===== config.mk =====
export PLATFORM = sky130hd
export DESIGN_NAME = epd_decode
export DESIGN_NICKNAME = d
export VERILOG_FILES = /design/src/rtl/epd_pkg.sv /design/src/rtl/epd_decode.sv
export SDC_FILE = /design/constraint.sdc
export NUM_CORES = 1
export LEC_CHECK = 0
export ABC_AREA = 1
export BUFFER_PORTS_ARGS = -buffer_cell sky130_fd_sc_hd__buf_4
export CAP_MARGIN = 20
export CORE_MARGIN = 10
export CORE_UTILIZATION = 51
export DETAILED_ROUTE_END_ITERATION = 16
export PLACE_DENSITY = 0.87
export SYNTH_ARGS = -nofsm -noshare
export SYNTH_HDL_FRONTEND = slang
export SYNTH_SLANG_ARGS = --single-unit
export TNS_END_PERCENT = 1

===== constraint.sdc =====
create_clock -name sys_clk_i -period 2.33 [get_ports sys_clk_i]
set_input_delay 0.3495 -clock sys_clk_i [delete_from_list [all_inputs] [get_ports sys_clk_i]]
set_output_delay 0.3495 -clock sys_clk_i [all_outputs]
set_load 0.1 [all_outputs]

===== src/rtl/epd_pkg.sv =====
package epd_pkg;
  localparam logic [7:0] OPC_ADD_HI = 8'he8;
  localparam logic [7:0] OPC_SUB_HI = 8'he9;
  localparam logic [7:0] OPC_PUSH_HI = 8'hea;
  localparam logic [7:0] OPC_MOVE_HI = 8'heb;
  localparam logic [3:0] OPC_SECOND_HI = 4'hf;
  localparam logic [15:0] OPC_CALL_WORKING = 16'h0014;
  localparam logic [1:0] SEL_FRAME_RET = 2'h3;
  localparam logic [1:0] FRAME_PTR_IDX = 2'h2;
  localparam logic [11:0] PTR_RESET = 12'h000;
  localparam logic [20:0] PC_RESET = 21'h000000;
  localparam logic [20:0] PC_STEP = 21'h000002;
  localparam logic [11:0] PUSH_STEP = 12'h001;
  localparam logic [4:0] RSP_RESET = 5'h00;

  typedef enum logic [1:0] {
    EPD_ST_FETCH = 2'b00,
    EPD_ST_DEAD = 2'b01,
    EPD_ST_MOVE2 = 2'b10
  } epd_state_t;

  typedef struct packed {
    logic we;
    logic [11:0] addr;
    logic [7:0] wdata;
    logic re;
  } epd_mem_t;

  typedef struct packed {
    logic push;
    logic pop;
    logic [20:0] push_data;
  } epd_stack_t;

  typedef struct packed {
    epd_state_t st;
    logic [2:0][11:0] ptr;
    logic [20:0] pc;
    logic [4:0] rsp;
    logic move_ss;
    logic [11:0] src_addr;
    epd_mem_t mem;
    epd_stack_t stk;
    logic hit;
  } epd_regs_t;
endpackage


===== src/rtl/epd_decode.sv =====
// Overview of operation
// - opcode e8 with select 0..2 adds six-bit literal to that pointer, one cycle
// - select 3 adds literal to stack-frame pointer, then returns through stack top
// - add-and-return takes two cycles, second is a dead cycle
// - opcode 0014 calls through working register in two cycles, no flags
// - eb with bit7 low then f-word moves frame+offset to absolute address, two cycles
// - eb with bit7 high then f-word moves frame+offset to frame+offset, two cycles
// - opcode ea pushes literal to software stack in one cycle
// - opcode e9 subtracts six-bit literal from selected pointer, one cycle
// - e9 with select 3 subtracts from frame pointer then returns, two cycles
// - call pushes next address and loads pc from working reg and latches
// - literal push writes at frame pointer address then decrements it by one
// - extension words are taken only while enable bit is set, except a move's second word; set by default
`timescale 1ns/1ns
`default_nettype none
module epd_decode (
  input wire logic sys_clk_i, // core clock
  input wire logic rst_b_i, // async reset, low active
  input wire logic instr_valid_i, // instruction word present
  input wire logic [15:0] instr_i, // fetched instruction word
  input wire logic ext_enable_i, // extension enable bit
  input wire logic [7:0] working_reg_i, // working register
  input wire logic [7:0] pc_high_latch_i, // program counter high latch
  input wire logic [4:0] pc_upper_latch_i, // program counter upper latch
  input wire logic [20:0] stack_top_i, // return stack top
  input wire logic [7:0] mem_rdata_i, // data memory read data
  output logic [2:0][11:0] ptr_o, // indirect pointers
  output logic [20:0] pc_o, // program counter
  output logic [4:0] rsp_o, // return stack pointer
  output epd_pkg::epd_mem_t mem_o, // data memory access
  output epd_pkg::epd_stack_t stack_o, // return stack control
  output logic flush_o, // fetched word discarded
  output logic ext_hit_o // extension instruction taken
);
  import epd_pkg::*;

  epd_regs_t r, next_r;
  logic [1:0] sel;
  logic [11:0] lit6;

  assign sel = instr_i[7:6];
  assign lit6 = {6'h00, instr_i[5:0]};

  // ---------------------------------------------------------
  // next state
  // ---------------------------------------------------------
  always_comb begin
    next_r = r;
    next_r.mem = '0;
    next_r.stk = '0;
    next_r.hit = 1'b0;
    case (r.st)
      EPD_ST_DEAD: begin
        next_r.st = EPD_ST_FETCH;
      end
      EPD_ST_MOVE2: begin
        // any valid word completes the move; its top nibble is not checked
        if (instr_valid_i) begin
          next_r.st = EPD_ST_FETCH;
          next_r.pc = r.pc + PC_STEP;
          next_r.mem.we = 1'b1;
          next_r.mem.wdata = mem_rdata_i;
          next_r.hit = 1'b1;
          if (r.move_ss) begin
            next_r.mem.addr = r.ptr[FRAME_PTR_IDX] + {5'h00, instr_i[6:0]};
          end else begin
            next_r.mem.addr = instr_i[11:0];
          end
        end
      end
      default: begin
        if (instr_valid_i && ext_enable_i) begin
          next_r.pc = r.pc + PC_STEP;
          next_r.hit = 1'b1;
          if (instr_i[15:8] == OPC_ADD_HI || instr_i[15:8] == OPC_SUB_HI) begin
            if (sel == SEL_FRAME_RET) begin
              if (instr_i[8]) begin
                next_r.ptr[FRAME_PTR_IDX] = r.ptr[FRAME_PTR_IDX] - lit6;
              end else begin
                next_r.ptr[FRAME_PTR_IDX] = r.ptr[FRAME_PTR_IDX] + lit6;
              end
              next_r.pc = stack_top_i;
              next_r.stk.pop = 1'b1;
              next_r.rsp = r.rsp - 5'h01;
              next_r.st = EPD_ST_DEAD;
            end else if (instr_i[8]) begin
              next_r.ptr[sel] = r.ptr[sel] - lit6;
            end else begin
              next_r.ptr[sel] = r.ptr[sel] + lit6;
            end
          end else if (instr_i[15:8] == OPC_PUSH_HI) begin
            next_r.mem.we = 1'b1;
            next_r.mem.addr = r.ptr[FRAME_PTR_IDX];
            next_r.mem.wdata = instr_i[7:0];
            next_r.ptr[FRAME_PTR_IDX] = r.ptr[FRAME_PTR_IDX] - PUSH_STEP;
          end else if (instr_i[15:8] == OPC_MOVE_HI) begin
            next_r.move_ss = instr_i[7];
            next_r.mem.re = 1'b1;
            next_r.mem.addr = r.ptr[FRAME_PTR_IDX] + {5'h00, instr_i[6:0]};
            next_r.src_addr = next_r.mem.addr;
            next_r.st = EPD_ST_MOVE2;
          end else if (instr_i == OPC_CALL_WORKING) begin
            next_r.stk.push = 1'b1;
            next_r.stk.push_data = r.pc + PC_STEP;
            next_r.rsp = r.rsp + 5'h01;
            next_r.pc = {pc_upper_latch_i, pc_high_latch_i, working_reg_i};
            next_r.st = EPD_ST_DEAD;
          end else begin
            next_r.hit = 1'b0;
            next_r.pc = r.pc;
          end
        end
      end
    endcase
  end

  // ---------------------------------------------------------
  // state register
  // ---------------------------------------------------------
  always_ff @(posedge sys_clk_i or negedge rst_b_i) begin
    if (!rst_b_i) begin
      r <= '{
        st: EPD_ST_FETCH,
        ptr: {3{PTR_RESET}},
        pc: PC_RESET,
        rsp: RSP_RESET,
        default: '0
      };
    end else begin
      r <= next_r;
    end
  end

  assign ptr_o = r.ptr;
  assign pc_o = r.pc;
  assign rsp_o = r.rsp;
  assign mem_o = r.mem;
  assign stack_o = r.stk;
  assign flush_o = (r.st == EPD_ST_DEAD);
  assign ext_hit_o = r.hit;

  // ---------------------------------------------------------
  // assertions
  // ---------------------------------------------------------
  add_ptr_a: assert property (@(posedge sys_clk_i) disable iff (!rst_b_i)
    (r.st == EPD_ST_FETCH && instr_valid_i && ext_enable_i && instr_i[15:8] == OPC_ADD_HI
      && instr_i[7:6] == 2'h0) |=> ptr_o[0] == $past(r.ptr[0]) + {6'h00, $past(instr_i[5:0])})
    else $error("add to pointer wrong");
  sub_ptr_a: assert property (@(posedge sys_clk_i) disable iff (!rst_b_i)
    (r.st == EPD_ST_FETCH && instr_valid_i && ext_enable_i && instr_i[15:8] == OPC_SUB_HI
      && instr_i[7:6] == 2'h1) |=> ptr_o[1] == $past(r.ptr[1]) - {6'h00, $past(instr_i[5:0])})
    else $error("subtract from pointer wrong");
  ret_pop_a: assert property (@(posedge sys_clk_i) disable iff (!rst_b_i)
    stack_o.pop |-> pc_o == $past(stack_top_i) && rsp_o == $past(r.rsp) - 5'h01)
    else $error("return did not pop");
  ret_dead_a: assert property (@(posedge sys_clk_i) disable iff (!rst_b_i)
    stack_o.pop |-> flush_o ##1 !flush_o)
    else $error("return not two cycles");
  call_pc_a: assert property (@(posedge sys_clk_i) disable iff (!rst_b_i)
    stack_o.push |-> stack_o.push_data == $past(r.pc) + 21'h000002
      && pc_o[7:0] == $past(working_reg_i) && flush_o)
    else $error("call through working reg wrong");
  push_dec_a: assert property (@(posedge sys_clk_i) disable iff (!rst_b_i)
    (r.st == EPD_ST_FETCH && instr_valid_i && ext_enable_i && instr_i[15:8] == OPC_PUSH_HI)
      |=> mem_o.we && mem_o.addr == $past(r.ptr[2]) && ptr_o[2] == mem_o.addr - 12'h001)
    else $error("literal push wrong");
  move_two_a: assert property (@(posedge sys_clk_i) disable iff (!rst_b_i)
    (mem_o.re && r.st == EPD_ST_MOVE2 && !r.move_ss && instr_valid_i)
      |=> mem_o.we && mem_o.addr == $past(instr_i[11:0]))
    else $error("absolute move wrong");
  gate_off_a: assert property (@(posedge sys_clk_i) disable iff (!rst_b_i)
    (r.st == EPD_ST_FETCH && !ext_enable_i) |=> !ext_hit_o && $stable(ptr_o))
    else $error("extension ran while disabled");
  frame_ret_a: assert property (@(posedge sys_clk_i) disable iff (!rst_b_i)
    (r.st == EPD_ST_FETCH && instr_valid_i && ext_enable_i && instr_i[15:8] == OPC_ADD_HI
      && instr_i[7:6] == SEL_FRAME_RET)
      |=> stack_o.pop && ptr_o[2] == $past(r.ptr[2]) + {6'h00, $past(instr_i[5:0])})
    else $error("add and return wrong");
  sub_ret_a: assert property (@(posedge sys_clk_i) disable iff (!rst_b_i)
    (r.st == EPD_ST_FETCH && instr_valid_i && ext_enable_i && instr_i[15:8] == OPC_SUB_HI
      && instr_i[7:6] == SEL_FRAME_RET)
      |=> stack_o.pop && ptr_o[2] == $past(r.ptr[2]) - {6'h00, $past(instr_i[5:0])})
    else $error("subtract and return wrong");
  push_data_a: assert property (@(posedge sys_clk_i) disable iff (!rst_b_i)
    (r.st == EPD_ST_FETCH && instr_valid_i && ext_enable_i && instr_i[15:8] == OPC_PUSH_HI)
      |=> mem_o.wdata == $past(instr_i[7:0]) && ext_hit_o && !flush_o)
    else $error("literal push data wrong");
  call_two_a: assert property (@(posedge sys_clk_i) disable iff (!rst_b_i)
    (r.st == EPD_ST_FETCH && instr_valid_i && ext_enable_i && instr_i == OPC_CALL_WORKING)
      |=> stack_o.push && flush_o ##1 !flush_o && !ext_hit_o)
    else $error("call not two cycles");
  dead_ignore_a: assert property (@(posedge sys_clk_i) disable iff (!rst_b_i)
    flush_o |=> !ext_hit_o && $stable(ptr_o) && !mem_o.we)
    else $error("dead cycle executed a word");
  move_index_a: assert property (@(posedge sys_clk_i) disable iff (!rst_b_i)
    (mem_o.re && r.st == EPD_ST_MOVE2 && r.move_ss && instr_valid_i)
      |=> mem_o.we && mem_o.wdata == $past(mem_rdata_i)
      && mem_o.addr == ptr_o[2] + {5'h00, $past(instr_i[6:0])})
    else $error("indexed move wrong");

  // ---------------------------------------------------------
  // cover points
  // ---------------------------------------------------------
  ret_cov_c: cover property (@(posedge sys_clk_i) disable iff (!rst_b_i) stack_o.pop);
  call_cov_c: cover property (@(posedge sys_clk_i) disable iff (!rst_b_i) stack_o.push);
  move_cov_c: cover property (@(posedge sys_clk_i) disable iff (!rst_b_i)
    mem_o.re ##1 mem_o.we);
  gate_cov_c: cover property (@(posedge sys_clk_i) disable iff (!rst_b_i)
    r.st == EPD_ST_FETCH && instr_valid_i && !ext_enable_i);
  index_cov_c: cover property (@(posedge sys_clk_i) disable iff (!rst_b_i)
    mem_o.re && r.move_ss);
endmodule // epd_decode
`default_nettype wire


## Word level (Yosys, flattened, before mapping)

Cells that the tools add are included.

| storage, ports and cells | value |
|---|---|
| output and inout port bits | 109 |
| word-level logic and storage cells | 112 |
| input bits | 70 |
| register bits | 123 |

| operators by class | value |
|---|---|
| $add $sub $neg | 9 |
| reduce and logical (&&, ||, !) cells | 16 |
| multiplexer cells | 50 |
| equal/unequal tests | 14 |
| $lt $le $gt $ge | 2 |
| bitwise gates (word level) | 5 |

Operator list:

| operator | number |
|---|---|
| 123-bit two-way mux | 1 |
| 12-bit two-way mux | 8 |
| 21-bit two-way mux | 4 |
| 21-bit case mux with 2 select lines | 2 |
| 26-bit two-way mux | 3 |
| 36-bit bitwise mux | 2 |
| 24-bit two-way mux | 3 |
| 36-bit two-way mux | 2 |
| 22-bit two-way mux | 3 |
| 39-bit two-way mux | 1 |
| 8-bit == test, second input constant | 4 |
| 12-bit by 6-bit adder with 12-bit output | 2 |
| 12-bit binary-select mux with 2-bit select | 1 |
| 12-bit demux with 2-bit select | 1 |
| 12-bit by 6-bit subtractor with 12-bit output | 2 |
| 21-bit by 2-bit adder with 21-bit output, second input constant | 1 |
| 16-bit by 5-bit == test with 1-bit output, second input constant | 1 |
| 14-bit two-way mux | 1 |
| 13-bit two-way mux | 1 |
| 12-bit by 7-bit adder with 12-bit output | 1 |
| 2-bit two-way mux | 6 |
| 12-bit by 1-bit subtractor with 12-bit output, second input constant | 1 |
| 5-bit AND reduction | 2 |
| 5-bit nonzero test | 2 |
| other kinds (24) | 41 |

## Depth between registers and ports, before layout

Gate-level depths: netlist of run 1.

| depth | value |
|---|---|
| depth in word-level cells | 10 |
| gate-level depth with buffers | 22 |
| mapped depth without buffers | 22 |

## Worst setup path before layout of run 1

OpenSTA, ideal clock, no wires.

| timing | value |
|---|---|
| path type | input -> register |
| start | in instr_i[8] |
| end | reg with a tool-made name |
| library setup time | 0.132 ns |
| setup slack | -0.240 ns |
| cell stages on the path | 15 |
| data arrival time | 2.438 ns |
| data required time | 2.198 ns |
| cell sequence | inv_1 -> clkbuf_1 -> clkbuf_1 -> o21ai_0 -> o21ai_0 -> ha_1 -> a21oi_1 -> nand2_1 -> nand3_1 -> nand2_1 -> or2_2 -> nand3_1 -> nand3_1 -> o211ai_1 -> o21ai_0 |

RTL lines:

| element | RTL line | text |
|---|---|---|
| start, declared | epd_decode.sv:20 | `input wire logic [15:0] instr_i,` |

==> results of run 1 <==
==> final timing paths <==
path | endpoint | depth (start not counted) | startpoint
min | rsp_o[3] | 1 | rst_b_i
max reg2reg | flop | 13 | flop
min reg2reg | flop | 2 | flop
min in group sys_clk_i | mem_o[8] | 3 | mem_rdata_i[7]
max in group asynchronous | pc_o[10] | 2 | rst_b_i
max | flop | 13 | flop
==> cell usage in the layout, fill, tap and decap left out, types with 8 or more instances in the layout <==
master and n:
ha_1 34, nand2_1 310, nand3_1 77, dfrtp_1 111, buf_4 291, clkbuf_16 9
nor2_1 112, inv_2 13, o21ai_1 36, nand4_1 13, nor3_1 14, o211ai_1 13
nand2_2 19, a21oi_1 36, nand3_2 8, o21ai_0 93, inv_1 101, xor2_1 43
==> Yosys cell counts (2+ instances only) <==
cell and n:
nor2_4 4, or2_2 6, buf_4 107, buf_2 11, a21o_1 5, nor3b_1 2, clkinv_1 2, a32oi_1 2
nand3b_1 2, ha_1 40, nor3_1 16, nand3_2 6, a31oi_1 3, clkbuf_1 22, inv_1 105, o31ai_1 7
inv_2 8, o22ai_1 7, o21a_1 2, a21oi_1 38, nand2_2 7, o21ai_0 104, clkinv_2 2, o21ai_1 26
xor2_1 43, dfrtp_1 111, nor2_1 116, a22oi_1 4, and2_1 2, nor4_1 5, nand2_1 322, fa_1 4
xnor2_1 3, o211ai_1 13, nand3_1 79, o21bai_1 3, nand2_4 3, nand4_1 13, buf_6 5
==> critical path, stage by stage, from the launching register on <==
cell,delay [ns]
dfrtp_1,0.41
a22oi_2,0.17
o21a_1,0.17
inv_1,0.05
ha_2,0.18
fa_2,0.33
inv_2,0.08
nor3_1,0.04
o31ai_1,0.23
xor2_1,0.30
nand2_1,0.10
nand3_1,0.09
nand3_1,0.07
o21ai_1,0.08
==> layer usage <==
layer / vias to the layer above / global-route usage [%]
met2: 482 / 41.2
met5: - / 0
met4: 0 / 9.45
met1: 4236 / 27.8
met3: 87 / 4.74
li1: 4369 / -
==> area by class of cell <==
class,count,area (um2),area share [%]
clock buffers,9,225,2.04
flip-flops and latches,111,2780,25.2
clock inverters,7,101,0.919
inverters,118,448,4.06
multi-input cells,900,4940,44.9
repair buffers,294,2240,20.4
well taps,225,282,2.55
==> per-stage QoR <==
| step | hold slack, ns | setup WS [ns] |
|---|---|---|
| 2_1_floorplan | 0.0539 | -0.0237 |
| 3_3_place_gp | 0.379 | -0.339 |
| 3_5_place_dp | 0.392 | -0.404 |
| 4_1_cts | 0.000589 | -0.0451 |
| 5_1_grt | 0.0322 | -0.230 |
| 6_report | -0.0139 | -0.0348 |
==> logic make-up (layout without fill, tap and decap cells) <==
logic type / count (synthesis) / in the layout
fa+ha+maj: 44 / 44
compound gates: 220 / 220
simple gates: 590 / 590
xor+xnor: 46 / 46
buf+inv: 264 / 428
flops: 111 / 111
==> power breakdown <==
part           switching, uW  total [uW]  internal, uW
logic                   2210        3080           877
registers                200        2270          2070
clock network            798        1760           959
total                   3210        7110          3910
==> what timing repair did <==
item / 4_1_cts / 5_1_grt
endpoints found under the setup margin: 18 / 30
pin swaps: 6 / 8
gates resized for setup: 8 / 29
buffers inserted: 1 / 1
==> results.md, run 1 <==
- Synth Area in XOR/XNOR: about 4.5%
- F_max: 423 MHz
- Hold WC Path Type: input port to asynchronous set/reset pin
- TritonCTS Sinks: between 100 and 150
- Worst-case clock buffer depth: 2
- CTS Buf Count: 9
- DRT Pass-1 Iters: 6
- Largest net degree at the start of global routing: between 40 and 50
- Slew Viols, Final: 0
- Root Driver: clkbuf_16
- Crit path max fanout: 3
- Worst-skew pair later-pin latency: 0.36 ns
- P_leak: 0.00581 uW
- Synthesized flop and latch total: 111
- Avg Cell Area, Syn: 7.09 um2
- Top FF cell, synth: dfrtp_1
- Violated checks: hold timing, setup timing
- Final worst path period need: 2.36 ns
- Via count: 9174
- Max-cap violations: 0
- Vias per std cell: 5.51
- Synth Area in Adders: under 10%
- Clk slew on worst S/H paths: ~0.080 ns
- Placed Cells: 1646
- Synth area leaders: dfrtp_1 (31%), nand2_1 (13%), buf_4 (8.9%)
- Post-route setup slack: -0.0348 ns
- Final Hold Vio Count: 9
- Routed Antenna Nets: 0
- WL/cell: 17.5 um
- WHS: -0.0139 ns
- Setup Skew: 0.00880 ns
- Worst vdd ir: 562 uV
- Die area: 23400 um2
- Mux contribution to synthesized area: 0%
- Post-route insts no fill: 1664
- Total grt overflow: 0
- Initial antenna violation count: 0
- IO buf count: 178
- Arrival time of the worst setup path: 2.66 ns
- Required time worst endpoint: 2.62 ns
- Finish-stage setup viols: 2
- Met2 WL: 14400 um
- Util after Layout: 63.5%
- CP endpoint kind: flop
- Compound-Gate Fraction of Synth Area: 13.6%
- Cell taking the most area after synthesis: dfrtp_1
- Met3 wire len: 2420 um
- Tcrit/Tclk final: 101%
- Met1 Wirelength: 11300 um
- Number of global-route vias before repair: 9029
- Worst rel slew slack: 59.5%
- HPWL after DPL: 23000 um
- Area delta synth->final: 22.0%
- Main combinational cell family by area after synthesis: simple AND/OR/NAND/NOR gates
- R2R setup slack: -0.03 ns
- Post-synthesis sequential area ratio: 30.7%
- Synth Area in Simple Gates: 28.6%
- Synth Cell Area: around 9000 um2
- Total GRT Usage: 23.7%
- Residual DRC: 0
- CTS tree: yes
- Die H: around 150 um
- Placed inst area: 10600 um2
- Gpl congestion: 1.02
- Initial drt markers: 716
- CP startpoint kind: flop
- Design area: 11000 um2
- Core Area: 17400 um2
- First-pass GRT wire length: between 40000 and 50000 um
- Synth unique cells: 54
- Fin nets: 1548
- Fill count: roughly 1500
- Total power: 7110 uW
- Asr flop ratio synth: 100%
- I/O pin count: between 150 and 200
- Synth Net Count: 1389
- Status: complete, but fails checks
- Critical Setup Path Class: flop to flop
- H-tree depth: 3
- Worst slew pin tran: 0.608 ns
- Cell count after synthesis: ~1300
- Top sig layer: met4
- Layout cells sized above 1: 27.6%
- Synth warn: 0
- Top-area cell type share of the netlist area: 30.7%
- Post-synth EDFFs: 0
- Die W: 153 um
- Setup TNS: -0.0490 ns
- Num rows: 48
- # diodes: 0
- RSZ-0062 raised after global routing: true
- Final wirelength: 29100 um
- Initial core utilization: roughly 52%
- PwrDens: 645 nW/um2
- Cts hold-fix bufs: 0
(Power assumes the default switching activity.)
==> run 2: changes to the inputs <==
- PLACE_DENSITY: 0.87 -> 0.84
==> results.md, run 2 (same netlist as run 1, synthesis figures left out) <==
- Initial antenna violation count: 0 (unchanged)
- Routed Antenna Nets: 0 (unchanged)
- Final worst path period need: 2.35 ns (-0.0120 ns)
- Critical Path Max Stage Delay: 0.39 ns (-0.02 ns)
- CTS Buf Count: 9 (unchanged)
- CP startpoint kind: flop
- Root Driver: clkbuf_16
- Final Hold Vio Count: 0 (-9)
- TritonCTS Sinks: 111 (unchanged)
- Post-route insts no fill: 1678 (+0.84%)
- Max-cap violations: 0 (unchanged)
- PwrDens: 644 nW/um2 (-0.28%)
- Vias per std cell: 5.47 (-0.74%)
- Clk slew on worst S/H paths: 0.08 ns (about the same)
- WHS: 0.181 ns (+0.195 ns)
- Via count: 9183 (+0.098%)
- Internal Power: 3950 uW (+1.2%)
- Total GRT Usage: 24.3% (+0.59 points)
- CP Cell Sequence: a22oi_2, o21a_1, inv_2, ha_4, inv_1, nand2_1, nand2_2, and2_4, nor2_2, nor2_1, nand2_1, o31ai_2, nand2_2, nand3_2, nand3_2, o21ai_2
- Gpl congestion: 0.988 (-3.2%)
- Residual DRC: 0 (unchanged)
- Worst rel slew slack: 65.0% (+5.5 points)
- RSZ-0062 raised after global routing: true
- Crit-path leading delay family: simple AND/OR/NAND/NOR gates
- Placed Cells: 1650 (+0.24%)
- Status: complete, but fails checks
- Die W: 153 um (unchanged)
- Fill count: 1512 (-2.1%)
- Area delta synth->final: 24.5%
- Critical Setup Path Class: flop to flop
- First-pass GRT wire length: 46900 um (+2.1%)
- Die H: 153 um (unchanged)
- NetSw: 3290 uW (+2.5%)
- Crit path max fanout: 3 (unchanged)
- Post-route setup slack: -0.0228 ns (+0.0120 ns)
- Initial core utilization: 52.1% (unchanged)
- IO buf count: 178 (unchanged)
- Initial drt markers: 592 (-17%)
- CTS tree: yes
- Setup TNS: -0.0633 ns (-0.0143 ns)
- P_leak: 0.00590 uW (+1.6%)
- I/O pin count: 179 (unchanged)
- Slew Viols, Final: 0 (unchanged)
- Total power: 7240 uW (+1.8%)
- DP Worst Slack: -0.421 ns (-0.0178 ns)
- Most common cell after layout, fill and taps aside: nand2_1
- Hold WC Path Type: input port to flop
- Slowest cell on the critical path: dfrtp_1
- R2R depth: 16 (+3)
- Required time worst endpoint: 2.59 ns (-0.03 ns)
- DRT Pass-1 Iters: 7 (+1)
- Worst slew pin tran: 0.525 ns (-0.0831 ns)
- Violated checks: setup timing
- Fin nets: 1561 (+0.84%)
- Finish-stage setup viols: 3 (+1)
- Setup Skew: 0.0139 ns (+0.00511 ns)
- Total grt overflow: 0 (unchanged)
- CP endpoint kind: flop
- WL/cell: 17.7 um (+1.1%)
- HPWL after DPL: 23100 um (+0.55%)
- Number of global-route vias before repair: 8948 (-0.90%)
- Layout cells sized above 1: 29.7% (+2.1 points)
- Num rows: 48 (unchanged)
- Switching share of power: 45.4% (+0.31 points)
- Worst-skew pair later-pin latency: 0.37 ns (about the same)
- Power share of the combinational group: 43.7% (+0.3 points)
- Worst vdd ir: 567 uV (+0.89%)
- Core Area: 17400 um2 (unchanged)
- H-tree depth: 3 (unchanged)
- Most frequent cells in the layout: nand2_1 (303), buf_4 (302), nor2_1 (114)
- Largest net degree at the start of global routing: 62 (+35%)
- Hold path depth: 3
- Worst-case clock buffer depth: 2 (unchanged)
- Final wirelength: 29700 um (+2.0%)
- Worst Path Buf+Inv: 2 (unchanged)
- Sequential power share: 31.3% (-0.6 points)
- Die area: 23400 um2 (unchanged)
- Arrival time of the worst setup path: 2.61 ns (-0.05 ns)
- Crit. path cell count: 16 (+3)
- Clock power frac: 25.0% (+0.3 points)
- F_max: 425 MHz (+0.51%)
- Tcrit/Tclk final: 101% (-0.52 points)
==> run 2: cell types whose count changed in the layout (fill, tap and decap cells not counted), sizes merged <==
cell,previous run,this run
dlygate4sd3,0,1
clkinv,4,5
buf,294,306
diode,0,1
inv,118,117
==> run 2: metrics by stage <==
stage	utilization, %	area, um2
2_1_floorplan	-	9110
3_3_place_gp	61.2	10600
3_5_place_dp	61.2	10600
4_1_cts	63.9	11100
5_1_grt	64.8	11200
6_report	64.8	11300
==> run 2: worst paths after layout <==
kind                       slack, ns           start                         end
max                            -0.02            flop                        flop
min                             0.18  mem_rdata_i[1]                    mem_o[2]
max reg2reg                    -0.02            flop                        flop
min reg2reg                     0.51            flop                        flop
max in group asynchronous       1.20         rst_b_i  asynchronous set/reset pin
min in group asynchronous       0.42         rst_b_i  asynchronous set/reset pin
==> run 2: power by group through the flow <==
| stage | sequential [uW] | combinational [uW] | clock (uW) |
|---|---|---|---|
| final | 2270 | 3160 | 1810 |
| after floorplan | 2260 | 2340 | 0 |
| after global routing | 2290 | 3370 | 1880 |
| after detailed placement | 2300 | 3040 | 0 |
| after CTS | 2260 | 3090 | 1810 |
| after global placement | 2290 | 3010 | 0 |
==> run 2: worst register-to-register path, delay by kind of cell (launching register included) <==
family | cells | cell delay (ns)
and+or+nand+nor | 9 | 0.82
AOI/OAI and AO/OA | 4 | 0.64
DFF | 1 | 0.39
adders and majority gates | 1 | 0.28
buffers and inverters | 2 | 0.12
==> run 2: routing by layer <==
| layer | track usage [%] | up-vias | share of wire, % |
|---|---|---|---|
| li1 | - | 4386 | - |
| met1 | 29.7 | 4313 | 41 |
| met2 | 40.4 | 413 | 48 |
| met3 | 4.71 | 71 | 7.3 |
| met4 | 10.8 | 0 | 3.6 |
| met5 | 0 | - | 0 |
==> run 2: area by class of cell <==
class / count / area (um2) / share of cell area [%]
inverter: 118 / 454 / 4.04
sequential: 111 / 2780 / 24.7
clock buffer: 9 / 225 / 2.00
timing repair buffer: 307 / 2350 / 20.9
antenna: 1 / 2.50 / 0.0222
tap: 225 / 282 / 2.50
multi-input combinational: 900 / 5050 / 44.9
clock inverter: 7 / 113 / 1.00
==> run 2: what timing repair did <==
item                       4_1_cts  5_1_grt
setup buffers                    6        6
resized for setup               22       48
setup endpoints to repair       23       30
hold endpoints to repair        21        0
pin swaps                       13       29
hold buffers                     1        0
